**src/rstseq_pkg.sv**
```systemverilog
// Constants, field layout and state encoding of the reset initialization sequencer.
// Assumes one core clock at 25 MHz; all pins are synchronous to it.
package rstseq_pkg;

	// ==========================================================
	// Clock
	localparam int CORE_CLK_HZ        = 25_000_000;

	// ==========================================================
	// Sync clock period counts
	localparam int EXT_ASSERT_TICKS   = 32;
	localparam int OUT_ASSERT_TICKS   = 512;
	localparam int HARD_TO_SOFT_TICKS = 16;
	localparam int CFG_RESUME_TICKS   = 1;

	// ==========================================================
	// Lock times
	localparam int PLL_LOCK_US        = 100;
	localparam int PLL_LOCK_CYC       = (PLL_LOCK_US * (CORE_CLK_HZ / 1_000_000));
	localparam int DLL_LOCK_MIN_CYC   = 7680;
	localparam int DLL_LOCK_MAX_CYC   = 122880;
	localparam int NUM_DLL            = 2;

	// ==========================================================
	// Widths and strap layout
	localparam int TICK_W             = 10;
	localparam int EXT_W              = 6;
	localparam int LOCK_W             = 17;
	localparam int CFG_W              = 4;
	localparam int CFG_SRC_LSB        = 0;
	localparam int CFG_SRC_W          = 3;
	localparam int CFG_DIV_BIT        = 3;
	localparam int PLL_RATIO_W        = 4;
	localparam logic [CFG_W-1:0]       CFG_RESET       = 4'h0;
	localparam logic [PLL_RATIO_W-1:0] PLL_RATIO_RESET = 4'h0;

	// ==========================================================
	// Sequencer states
	typedef enum logic [2:0]
	{
		ST_POR    = 3'b000,
		ST_PLL    = 3'b001,
		ST_DLL    = 3'b010,
		ST_ASSERT = 3'b011,
		ST_SOFT   = 3'b100,
		ST_RUN    = 3'b101
	} rstseq_state_e;

endpackage

```
**src/rstseq_tick_if.sv**
```systemverilog
// Sync clock tick carrier between the sequencer and its tick generator.
// Assumes both ends run on the core clock.
`timescale 1ns/10ps
interface rstseq_tick_if;
	logic host_mode;
	logic div_sel;
	logic tick;
	modport gen  (input host_mode, input div_sel, output tick);
	modport user (output host_mode, output div_sel, input tick);
endinterface
```
**src/rstseq_core.sv**
```systemverilog
// Reset initialization sequencer: power-on, hard and soft reset flow.
// Assumes synchronous pins, open-drain wiring outside, one core clock.
`timescale 1ns/10ps
module rstseq_core
#(
	parameter int DLL_LOCK_MAX_CYC = rstseq_pkg::DLL_LOCK_MAX_CYC
)
(
	input  wire logic                                  core_clk,
	input  wire logic                                  rst_n,
	input  wire logic                                  power_on_reset_n,
	input  wire logic                                  host_mode_strap,
	input  wire logic [rstseq_pkg::PLL_RATIO_W-1:0]    sys_pll_ratio_strap,
	input  wire logic                                  pll_locked,
	input  wire logic [rstseq_pkg::NUM_DLL-1:0]        dll_locked,
	input  wire logic                                  hard_reset_n_in,
	output logic                                       hard_reset_n_out,
	output logic                                       hard_reset_n_oe,
	input  wire logic                                  soft_reset_n_in,
	output logic                                       soft_reset_n_out,
	output logic                                       soft_reset_n_oe,
	input  wire logic [rstseq_pkg::CFG_W-1:0]          cfg_pin_in,
	output logic      [rstseq_pkg::CFG_W-1:0]          cfg_pin_out,
	output logic                                       cfg_pin_oe,
	output logic                                       internal_reset_n,
	output logic                                       primary_clock_sel,
	output logic      [rstseq_pkg::CFG_SRC_W-1:0]      reset_source_sel,
	output logic                                       input_clock_divide_select,
	output logic      [rstseq_pkg::PLL_RATIO_W-1:0]    sys_pll_ratio,
	output logic                                       lock_timeout
);

	rstseq_pkg::rstseq_state_e             state_reg;
	rstseq_pkg::rstseq_state_e             state_next;
	logic [rstseq_pkg::TICK_W-1:0]         tick_cnt_reg;
	logic [rstseq_pkg::TICK_W-1:0]         tick_cnt_next;
	logic [rstseq_pkg::EXT_W-1:0]          ext_cnt_reg;
	logic [rstseq_pkg::EXT_W-1:0]          ext_cnt_next;
	logic [rstseq_pkg::LOCK_W-1:0]         lock_cnt_reg;
	logic [rstseq_pkg::LOCK_W-1:0]         lock_cnt_next;
	logic [1:0]                            cfg_cnt_reg;
	logic [1:0]                            cfg_cnt_next;
	logic                                  hard_oe_reg;
	logic                                  hard_oe_next;
	logic                                  soft_oe_reg;
	logic                                  soft_oe_next;
	logic                                  cfg_oe_reg;
	logic                                  cfg_oe_next;
	logic                                  int_rst_n_reg;
	logic                                  int_rst_n_next;
	logic                                  timeout_reg;
	logic                                  timeout_next;
	logic                                  por_prev_reg;
	logic [rstseq_pkg::CFG_W-1:0]          cfg_cap_reg;
	logic [rstseq_pkg::CFG_W-1:0]          cfg_cap_next;
	logic [rstseq_pkg::PLL_RATIO_W-1:0]    ratio_reg;
	logic [rstseq_pkg::PLL_RATIO_W-1:0]    ratio_next;
	logic                                  host_reg;
	logic                                  host_next;
	logic                                  ext_low;
	logic                                  tick;
	logic [rstseq_pkg::TICK_W-1:0]         hold_ticks_reg;

	rstseq_tick_if tif ();

	// ==========================================================
	// Sync period tick
	assign tif.host_mode = host_reg;
	assign tif.div_sel   = cfg_cap_reg[rstseq_pkg::CFG_DIV_BIT];
	assign tick          = tif.tick;

	rstseq_tick_gen u_tick
	(
		.core_clk (core_clk),
		.rst_n    (rst_n),
		.tif      (tif)
	);

	function automatic logic cnt_hit(input logic [rstseq_pkg::TICK_W-1:0] cnt, input int limit);
		cnt_hit = (cnt == rstseq_pkg::TICK_W'(limit - 1));
	endfunction

	localparam logic [rstseq_pkg::LOCK_W-1:0] LOCK_W_MAX = rstseq_pkg::LOCK_W'(DLL_LOCK_MAX_CYC - 1);

	// ==========================================================
	// Strap capture
	always_comb
	begin
		cfg_cap_next = cfg_cap_reg;
		ratio_next   = ratio_reg;
		host_next    = host_reg;
		if (power_on_reset_n && !por_prev_reg)
		begin
			cfg_cap_next = cfg_pin_in;
			ratio_next   = sys_pll_ratio_strap;
			host_next    = host_mode_strap;
		end
	end

	// ==========================================================
	// Sequencer
	assign ext_low = (!hard_reset_n_in && !hard_oe_reg) || (!soft_reset_n_in && !soft_oe_reg);

	always_comb
	begin
		state_next     = state_reg;
		tick_cnt_next  = tick_cnt_reg;
		ext_cnt_next   = ext_cnt_reg;
		lock_cnt_next  = lock_cnt_reg;
		hard_oe_next   = hard_oe_reg;
		soft_oe_next   = soft_oe_reg;
		int_rst_n_next = int_rst_n_reg;
		timeout_next   = timeout_reg;
		case (state_reg)
			rstseq_pkg::ST_POR:
			begin
				hard_oe_next   = 1'b1;
				soft_oe_next   = 1'b1;
				int_rst_n_next = 1'b0;
				lock_cnt_next  = '0;
				timeout_next   = 1'b0;
				if (power_on_reset_n)
					state_next = rstseq_pkg::ST_PLL;
			end
			rstseq_pkg::ST_PLL:
			begin
				lock_cnt_next = lock_cnt_reg + 1'b1;
				if (pll_locked)
				begin
					lock_cnt_next = '0;
					state_next    = rstseq_pkg::ST_DLL;
				end
				else if (lock_cnt_reg == rstseq_pkg::LOCK_W'(rstseq_pkg::PLL_LOCK_CYC - 1))
					timeout_next = 1'b1;
			end
			rstseq_pkg::ST_DLL:
			begin
				lock_cnt_next = lock_cnt_reg + 1'b1;
				if (&dll_locked)
				begin
					int_rst_n_next = 1'b1;
					tick_cnt_next  = '0;
					state_next     = rstseq_pkg::ST_ASSERT;
				end
				else if (lock_cnt_reg == LOCK_W_MAX)
					timeout_next = 1'b1;
			end
			rstseq_pkg::ST_ASSERT:
			begin
				hard_oe_next = 1'b1;
				soft_oe_next = 1'b1;
				if (tick)
				begin
					tick_cnt_next = tick_cnt_reg + 1'b1;
					if (cnt_hit(tick_cnt_reg, rstseq_pkg::OUT_ASSERT_TICKS))
					begin
						hard_oe_next  = 1'b0;
						tick_cnt_next = '0;
						state_next    = rstseq_pkg::ST_SOFT;
					end
				end
			end
			rstseq_pkg::ST_SOFT:
			begin
				if (tick)
				begin
					tick_cnt_next = tick_cnt_reg + 1'b1;
					if (cnt_hit(tick_cnt_reg, rstseq_pkg::HARD_TO_SOFT_TICKS))
					begin
						soft_oe_next = 1'b0;
						state_next   = rstseq_pkg::ST_RUN;
					end
				end
			end
			rstseq_pkg::ST_RUN:
			begin
				if (!ext_low)
					ext_cnt_next = '0;
				else if (tick)
				begin
					ext_cnt_next = ext_cnt_reg + 1'b1;
					if (ext_cnt_reg == rstseq_pkg::EXT_W'(rstseq_pkg::EXT_ASSERT_TICKS - 1))
					begin
						ext_cnt_next   = '0;
						hard_oe_next   = 1'b1;
						soft_oe_next   = 1'b1;
						int_rst_n_next = 1'b0;
						lock_cnt_next  = '0;
						state_next     = rstseq_pkg::ST_PLL;
					end
				end
			end
			default:
				state_next = rstseq_pkg::ST_POR;
		endcase
		if (!power_on_reset_n)
			state_next = rstseq_pkg::ST_POR;
	end

	// ==========================================================
	// Strap pin drive
	always_comb
	begin
		cfg_oe_next  = cfg_oe_reg;
		cfg_cnt_next = cfg_cnt_reg;
		if (hard_oe_next || !hard_reset_n_in)
		begin
			cfg_oe_next  = 1'b0;
			cfg_cnt_next = '0;
		end
		else if (!cfg_oe_reg && tick)
		begin
			if (cfg_cnt_reg == 2'(rstseq_pkg::CFG_RESUME_TICKS))
				cfg_oe_next = 1'b1;
			else
				cfg_cnt_next = cfg_cnt_reg + 1'b1;
		end
	end

	always_ff @(posedge core_clk or negedge rst_n)
	begin
		if (!rst_n)
		begin
			state_reg     <= rstseq_pkg::ST_POR;
			tick_cnt_reg  <= '0;
			ext_cnt_reg   <= '0;
			lock_cnt_reg  <= '0;
			cfg_cnt_reg   <= '0;
			hard_oe_reg   <= 1'b1;
			soft_oe_reg   <= 1'b1;
			cfg_oe_reg    <= 1'b0;
			int_rst_n_reg <= 1'b0;
			timeout_reg   <= 1'b0;
			por_prev_reg  <= 1'b0;
			cfg_cap_reg   <= rstseq_pkg::CFG_RESET;
			ratio_reg     <= rstseq_pkg::PLL_RATIO_RESET;
			host_reg      <= 1'b1;
		end
		else
		begin
			state_reg     <= state_next;
			tick_cnt_reg  <= tick_cnt_next;
			ext_cnt_reg   <= ext_cnt_next;
			lock_cnt_reg  <= lock_cnt_next;
			cfg_cnt_reg   <= cfg_cnt_next;
			hard_oe_reg   <= hard_oe_next;
			soft_oe_reg   <= soft_oe_next;
			cfg_oe_reg    <= cfg_oe_next;
			int_rst_n_reg <= int_rst_n_next;
			timeout_reg   <= timeout_next;
			por_prev_reg  <= power_on_reset_n;
			cfg_cap_reg   <= cfg_cap_next;
			ratio_reg     <= ratio_next;
			host_reg      <= host_next;
		end
	end

	// ==========================================================
	// Outputs
	assign hard_reset_n_out          = 1'b0;
	assign soft_reset_n_out          = 1'b0;
	assign hard_reset_n_oe           = hard_oe_reg;
	assign soft_reset_n_oe           = soft_oe_reg;
	assign cfg_pin_out               = cfg_cap_reg;
	assign cfg_pin_oe                = cfg_oe_reg;
	assign internal_reset_n          = int_rst_n_reg;
	assign primary_clock_sel         = ~host_reg;
	assign reset_source_sel          = cfg_cap_reg[rstseq_pkg::CFG_SRC_LSB +: rstseq_pkg::CFG_SRC_W];
	assign input_clock_divide_select = cfg_cap_reg[rstseq_pkg::CFG_DIV_BIT];
	assign sys_pll_ratio             = ratio_reg;
	assign lock_timeout              = timeout_reg;

	// ==========================================================
	// Checks
	always_ff @(posedge core_clk or negedge rst_n)
	begin
		if (!rst_n)
			hold_ticks_reg <= '0;
		else if (!hard_oe_reg)
			hold_ticks_reg <= '0;
		else if (tick && !(&hold_ticks_reg))
			hold_ticks_reg <= hold_ticks_reg + 1'b1;
	end

	property p_hold_512;
		@(posedge core_clk) disable iff (!rst_n)
		$fell(hard_oe_reg) |-> ($past(hold_ticks_reg) >= 10'(rstseq_pkg::OUT_ASSERT_TICKS - 1));
	endproperty
	a_hold_512: assert property (p_hold_512) else $error("hard reset released too early");

	property p_soft_after;
		@(posedge core_clk) disable iff (!rst_n)
		$fell(hard_oe_reg) |-> soft_oe_reg [*8];
	endproperty
	a_soft_after: assert property (p_soft_after) else $error("soft reset released too soon after hard");

	property p_ext_start;
		@(posedge core_clk) disable iff (!rst_n)
		(state_reg == rstseq_pkg::ST_RUN && power_on_reset_n && ext_low && tick && ext_cnt_reg == 6'h1F)
		|=> (hard_oe_reg && soft_oe_reg && !internal_reset_n);
	endproperty
	a_ext_start: assert property (p_ext_start) else $error("external reset not honoured");

	property p_cfg_off;
		@(posedge core_clk) disable iff (!rst_n)
		hard_oe_reg |-> !cfg_pin_oe;
	endproperty
	a_cfg_off: assert property (p_cfg_off) else $error("straps driven during hard reset");

	property p_cfg_on;
		@(posedge core_clk) disable iff (!rst_n)
		$fell(hard_oe_reg) |-> !cfg_pin_oe [*2];
	endproperty
	a_cfg_on: assert property (p_cfg_on) else $error("strap drive resumed too early");

	property p_capture;
		@(posedge core_clk) disable iff (!rst_n)
		(power_on_reset_n && !por_prev_reg) |=>
		(reset_source_sel == $past(cfg_pin_in[2:0]) && sys_pll_ratio == $past(sys_pll_ratio_strap)
		&& primary_clock_sel == !$past(host_mode_strap));
	endproperty
	a_capture: assert property (p_capture) else $error("straps not captured at power-on release");

	property p_dll_timeout;
		@(posedge core_clk) disable iff (!rst_n)
		(state_reg == rstseq_pkg::ST_DLL && power_on_reset_n && !(&dll_locked) && lock_cnt_reg == LOCK_W_MAX)
		|=> lock_timeout;
	endproperty
	a_dll_timeout: assert property (p_dll_timeout) else $error("DLL lock timeout not flagged");

	property p_int_first;
		@(posedge core_clk) disable iff (!rst_n)
		$fell(hard_oe_reg) |-> (internal_reset_n && $past(internal_reset_n));
	endproperty
	a_int_first: assert property (p_int_first) else $error("internal reset still low at output release");

	property p_locks;
		@(posedge core_clk) disable iff (!rst_n)
		$rose(internal_reset_n) |-> &$past(dll_locked);
	endproperty
	a_locks: assert property (p_locks) else $error("internal reset released without DLL lock");

endmodule

```
**src/rstseq_tick_gen.sv**
```systemverilog
// Sync clock period tick generator.
// Assumes host mode and divide select are stable while reset flow runs.
`timescale 1ns/10ps
module rstseq_tick_gen
(
	input wire logic    core_clk,
	input wire logic    rst_n,
	rstseq_tick_if.gen  tif
);

	logic phase_reg;
	logic phase_next;
	logic tick_reg;
	logic tick_next;

	// ==========================================================
	// Divider
	always_comb
	begin
		if (tif.host_mode && tif.div_sel)
		begin
			phase_next = ~phase_reg;
			tick_next  = phase_reg;
		end
		else
		begin
			phase_next = 1'b0;
			tick_next  = 1'b1;
		end
	end

	always_ff @(posedge core_clk or negedge rst_n)
	begin
		if (!rst_n)
		begin
			phase_reg <= 1'b0;
			tick_reg  <= 1'b0;
		end
		else
		begin
			phase_reg <= phase_next;
			tick_reg  <= tick_next;
		end
	end

	assign tif.tick = tick_reg;

	// ==========================================================
	// Checks
	property p_tick_div;
		@(posedge core_clk) disable iff (!rst_n)
		(tif.host_mode && tif.div_sel && $stable(tif.div_sel) && tick_reg) |=> !tick_reg;
	endproperty
	a_tick_div: assert property (p_tick_div) else $error("sync tick not halved in host divide mode");

endmodule

```
**config.mk**
```make
export PLATFORM = sky130hd
export DESIGN_NAME = rstseq_core
export DESIGN_NICKNAME = d
export VERILOG_FILES = /design/src/rstseq_pkg.sv /design/src/rstseq_tick_if.sv /design/src/rstseq_core.sv /design/src/rstseq_tick_gen.sv
export SDC_FILE = /design/constraint.sdc
export NUM_CORES = 1
export LEC_CHECK = 0
export BUFFER_PORTS_ARGS = -buffer_cell sky130_fd_sc_hd__buf_4
export CORE_MARGIN = 5
export CORE_UTILIZATION = 60
export CTS_CLUSTER_DIAMETER = 100
export CTS_CLUSTER_SIZE = 12
export DETAILED_ROUTE_END_ITERATION = 6
export GPL_TIMING_DRIVEN = 0
export PLACE_DENSITY = 0.82
export SYNTH_ARGS = -nofsm -noshare
export SYNTH_HDL_FRONTEND = slang
export SYNTH_SLANG_ARGS = --single-unit
```
**constraint.sdc**
```tcl
create_clock -name core_clk -period 7 [get_ports core_clk]
set_clock_uncertainty 0.15 [all_clocks]
set_input_delay 1.4 -clock core_clk [delete_from_list [all_inputs] [get_ports core_clk]]
set_output_delay 1.4 -clock core_clk [all_outputs]
set_load 0.03 [all_outputs]
```
==> qor.yml <==
drt_iter0_drc: 181
fin_crit_ps: 3580
required_ps: 7060
detail_route.vias_per_cell: 6.12
fin_util_pct: 69.5
syn_to_final_growth_pct: 14.3
status: "finished clean"
maxCapViolations: 0
cts_made_buffers: 5
rsz0062_at_grt: "false"
grt_use_met2_pct: 38.4
hp-class: "flip-flop to flip-flop"
grt_pass1_wl_um: 11500
syn-cell-area_um2: 3050
path_class: "input port to flip-flop"
cts-resized-gates: 0
clockPowerShare_pct: 20.5
layout.cells.non_filler: 442
crit_fanout: 10
async_reset_ff_share_pct: 100
cts_max_level: 2
regToRegEndpoint: "lock_cnt_reg[7]"
fin_tns_setup_ps: 0
vias: 2703
min_path_cells: 1
synth_ff_type: "dfrtp_1"
fin_crit_sh_pct: 51.2
drc: 0
dieHeight_um: 81.3
yosys.area.top_type_share_pct: 42.7
clk_latency_ps: 320
grt_pass1_vias: 2527
pwr-share-comb_pct: 35.1
placed_cells: 434
syn_avg_cell_area_um2: 9.26
end_kind: "flip-flop"
busiest_layer: "met2"
cts.sinks: 55
switchingPower_w: 0.000331
cp-start-kind: "input port"
ys_seq_area_share_pct: 45.3
synth_area_leaders: "dfrtp_1 43%, o21ai_0 4.8%, nand2_1 3.9%, nor2_1 3.4%, nor4_1 3.3%"
yosysUniqueCellTypes: 57
layout_setup_ws_ps: 3420
die_w_um: 81.3
regToRegStartpoint: "ext_cnt_reg[0]"
reg2reg_slack_ps: 4180
ant_nets: 0
core_um2: 5010
dpl.hpwl_um: 4940
antenna_cells: 0
dieArea_um2: 6610
cp.arrival_ps: 3640
ys.warnings.count: 0
synth_edf_count: 0
clk_path_buf_depth: 2
yosysTopAreaCell: "dfrtp_1"
io_buffers: 34
first_pass_iters: 4
tritoncts: "done"
reg2reg_depth: 7
dp_slack_ps: 3140
ys_ff_latch: 55
num_rows: 26
start_util_pct: 60.8
grt_max_degree: 56
p_sw_share_pct: 38.3
p_leak_nw: 1.47
grt_usage_pct: 22.3
final_common_cell: "dfrtp_1"
p_int_w: 0.000533
post-cts-setup-buffers: 0
gr-usage-met3_pct: 3.33
hp-start: "u_tick.phase_reg"
root_buffer: "clkbuf_8"
pwr_density_cell_nw_per_um2: 248
drive_gt1_share_pct: 18.3
hold_viol_final: 0
grt_overflow: 0
ioPinCount: 37
tightest_slew_ps: 742
drv_slew: 0
cts_hold_buf: 0
wl_per_cell_um: 15.7
drt-total-wl_um: 6930
antenna_found_initial: 0
relSlewSlack_pct: 50.4
nets: 392
clk_pin_slew_worst_paths_ps: 100
setup-violations-final: 0
gp_congestion: 0.897
fmax_mhz: 279
final_cell_mix: "52 x dfrtp_1, 40 x buf_4, 32 x nand2_1"
grt_util_met1_pct: 28.2
min_to: "u_tick.phase_reg"
largest_register_ffs: 17
p_seq_share_pct: 44.4
synthCells: 329
vdd_ir_drop_max_mv: 0.155
==> cells in the mapped netlist (2+ instances only) <==
cell      count
a21boi_0      2
a21oi_1      14
a22o_1        2
a32o_1        2
a41o_1        2
a41oi_1       2
and2_1        2
and3_1        4
and4_1        3
buf_1         2
buf_2         3
buf_4         6
clkbuf_1     10
dfrtp_1      52
dfstp_2       3
ha_1          4
inv_1        10
mux2_2        8
nand2_1      32
nand2b_1      6
nand3_1      13
nand4_1       8
nor2_1       28
nor2b_1       4
nor3_1        4
nor4_1       16
o211ai_1      2
o21ai_0      29
o311ai_0      3
o31ai_1      10
o41ai_1       2
or2_2         2
or3_1         2
or4_1         2
xnor2_1      10
xor2_1        4
==> worst max-delay path: stages <==
cell       delay [ps]
buf_4             120
o22a_1            250
clkbuf_1          230
nor4_1            330
nor2_1            150
a2111oi_2         730
buf_2             350
nor2_1             80
==> power groups by stage <==
stage	Sequential, W	Combinational [W]	Clock, W
5_1_grt	0.000389	0.000330	0.000193
3_3_place_gp	0.000387	0.000293	0
3_5_place_dp	0.000389	0.000299	0
4_1_cts	0.000383	0.000301	0.000180
6_report	0.000383	0.000303	0.000177
2_1_floorplan	0.000410	0.000183	0
==> layer usage <==
layer  vias up  routed length, um  part of all wire (%)
met3         9                334                   4.8
li1       1291                  -                     -
met4         0                 71                   1.0
met5         -                  0                     0
met1      1336               3070                    44
met2        67               3460                    50
==> logic make-up (layout without fill, tap and decap cells) <==
logic type | Yosys count | count (layout) | synth area share [%]
simple gates | 132 | 132 | 22.5
compound gates | 84 | 84 | 18.8
flops | 55 | 55 | 45.3
buf+inv | 31 | 73 | 4.68
xor+xnor | 14 | 14 | 4.02
mux | 8 | 8 | 2.96
fa+ha+maj | 4 | 4 | 1.64
other cells | 1 | 2 | 0.123
==> final cells by class <==
type	instances	area [um^2]
tap	70	87.6
fill	448	1530
buffer	21	105
inverter	10	37.5
clock buffer	5	68.8
clock inverter	3	20.0
multi-input combinational	244	1530
timing repair buffer	34	255
sequential	55	1380
==> per-stage QoR <==
stage / instance area (um^2) / power (W) / hold slack (ps)
detailed placement: 3390 / 0.000688 / 261
CTS: 3480 / 0.000863 / 275
floorplan: 3050 / 0.000594 / 238
finish: 3480 / 0.000864 / 281
global route: 3480 / 0.000912 / 285
global placement: 3390 / 0.000680 / 249
==> worst max path at each step <==
stage,startpoint,end,slack (ps),cells after the start
after global placement,hard_reset_n_in,lock_cnt_reg[10],3180,8
after CTS,hard_reset_n_in,lock_cnt_reg[7],3480,8
final,hard_reset_n_in,lock_cnt_reg[7],3420,8
after floorplan,hard_reset_n_in,lock_cnt_reg[10],3730,7
after global routing,hard_reset_n_in,lock_cnt_reg[6],3290,8
after detailed placement,hard_reset_n_in,lock_cnt_reg[7],3140,8
Note: power is estimated with default switching activity, not from simulation.
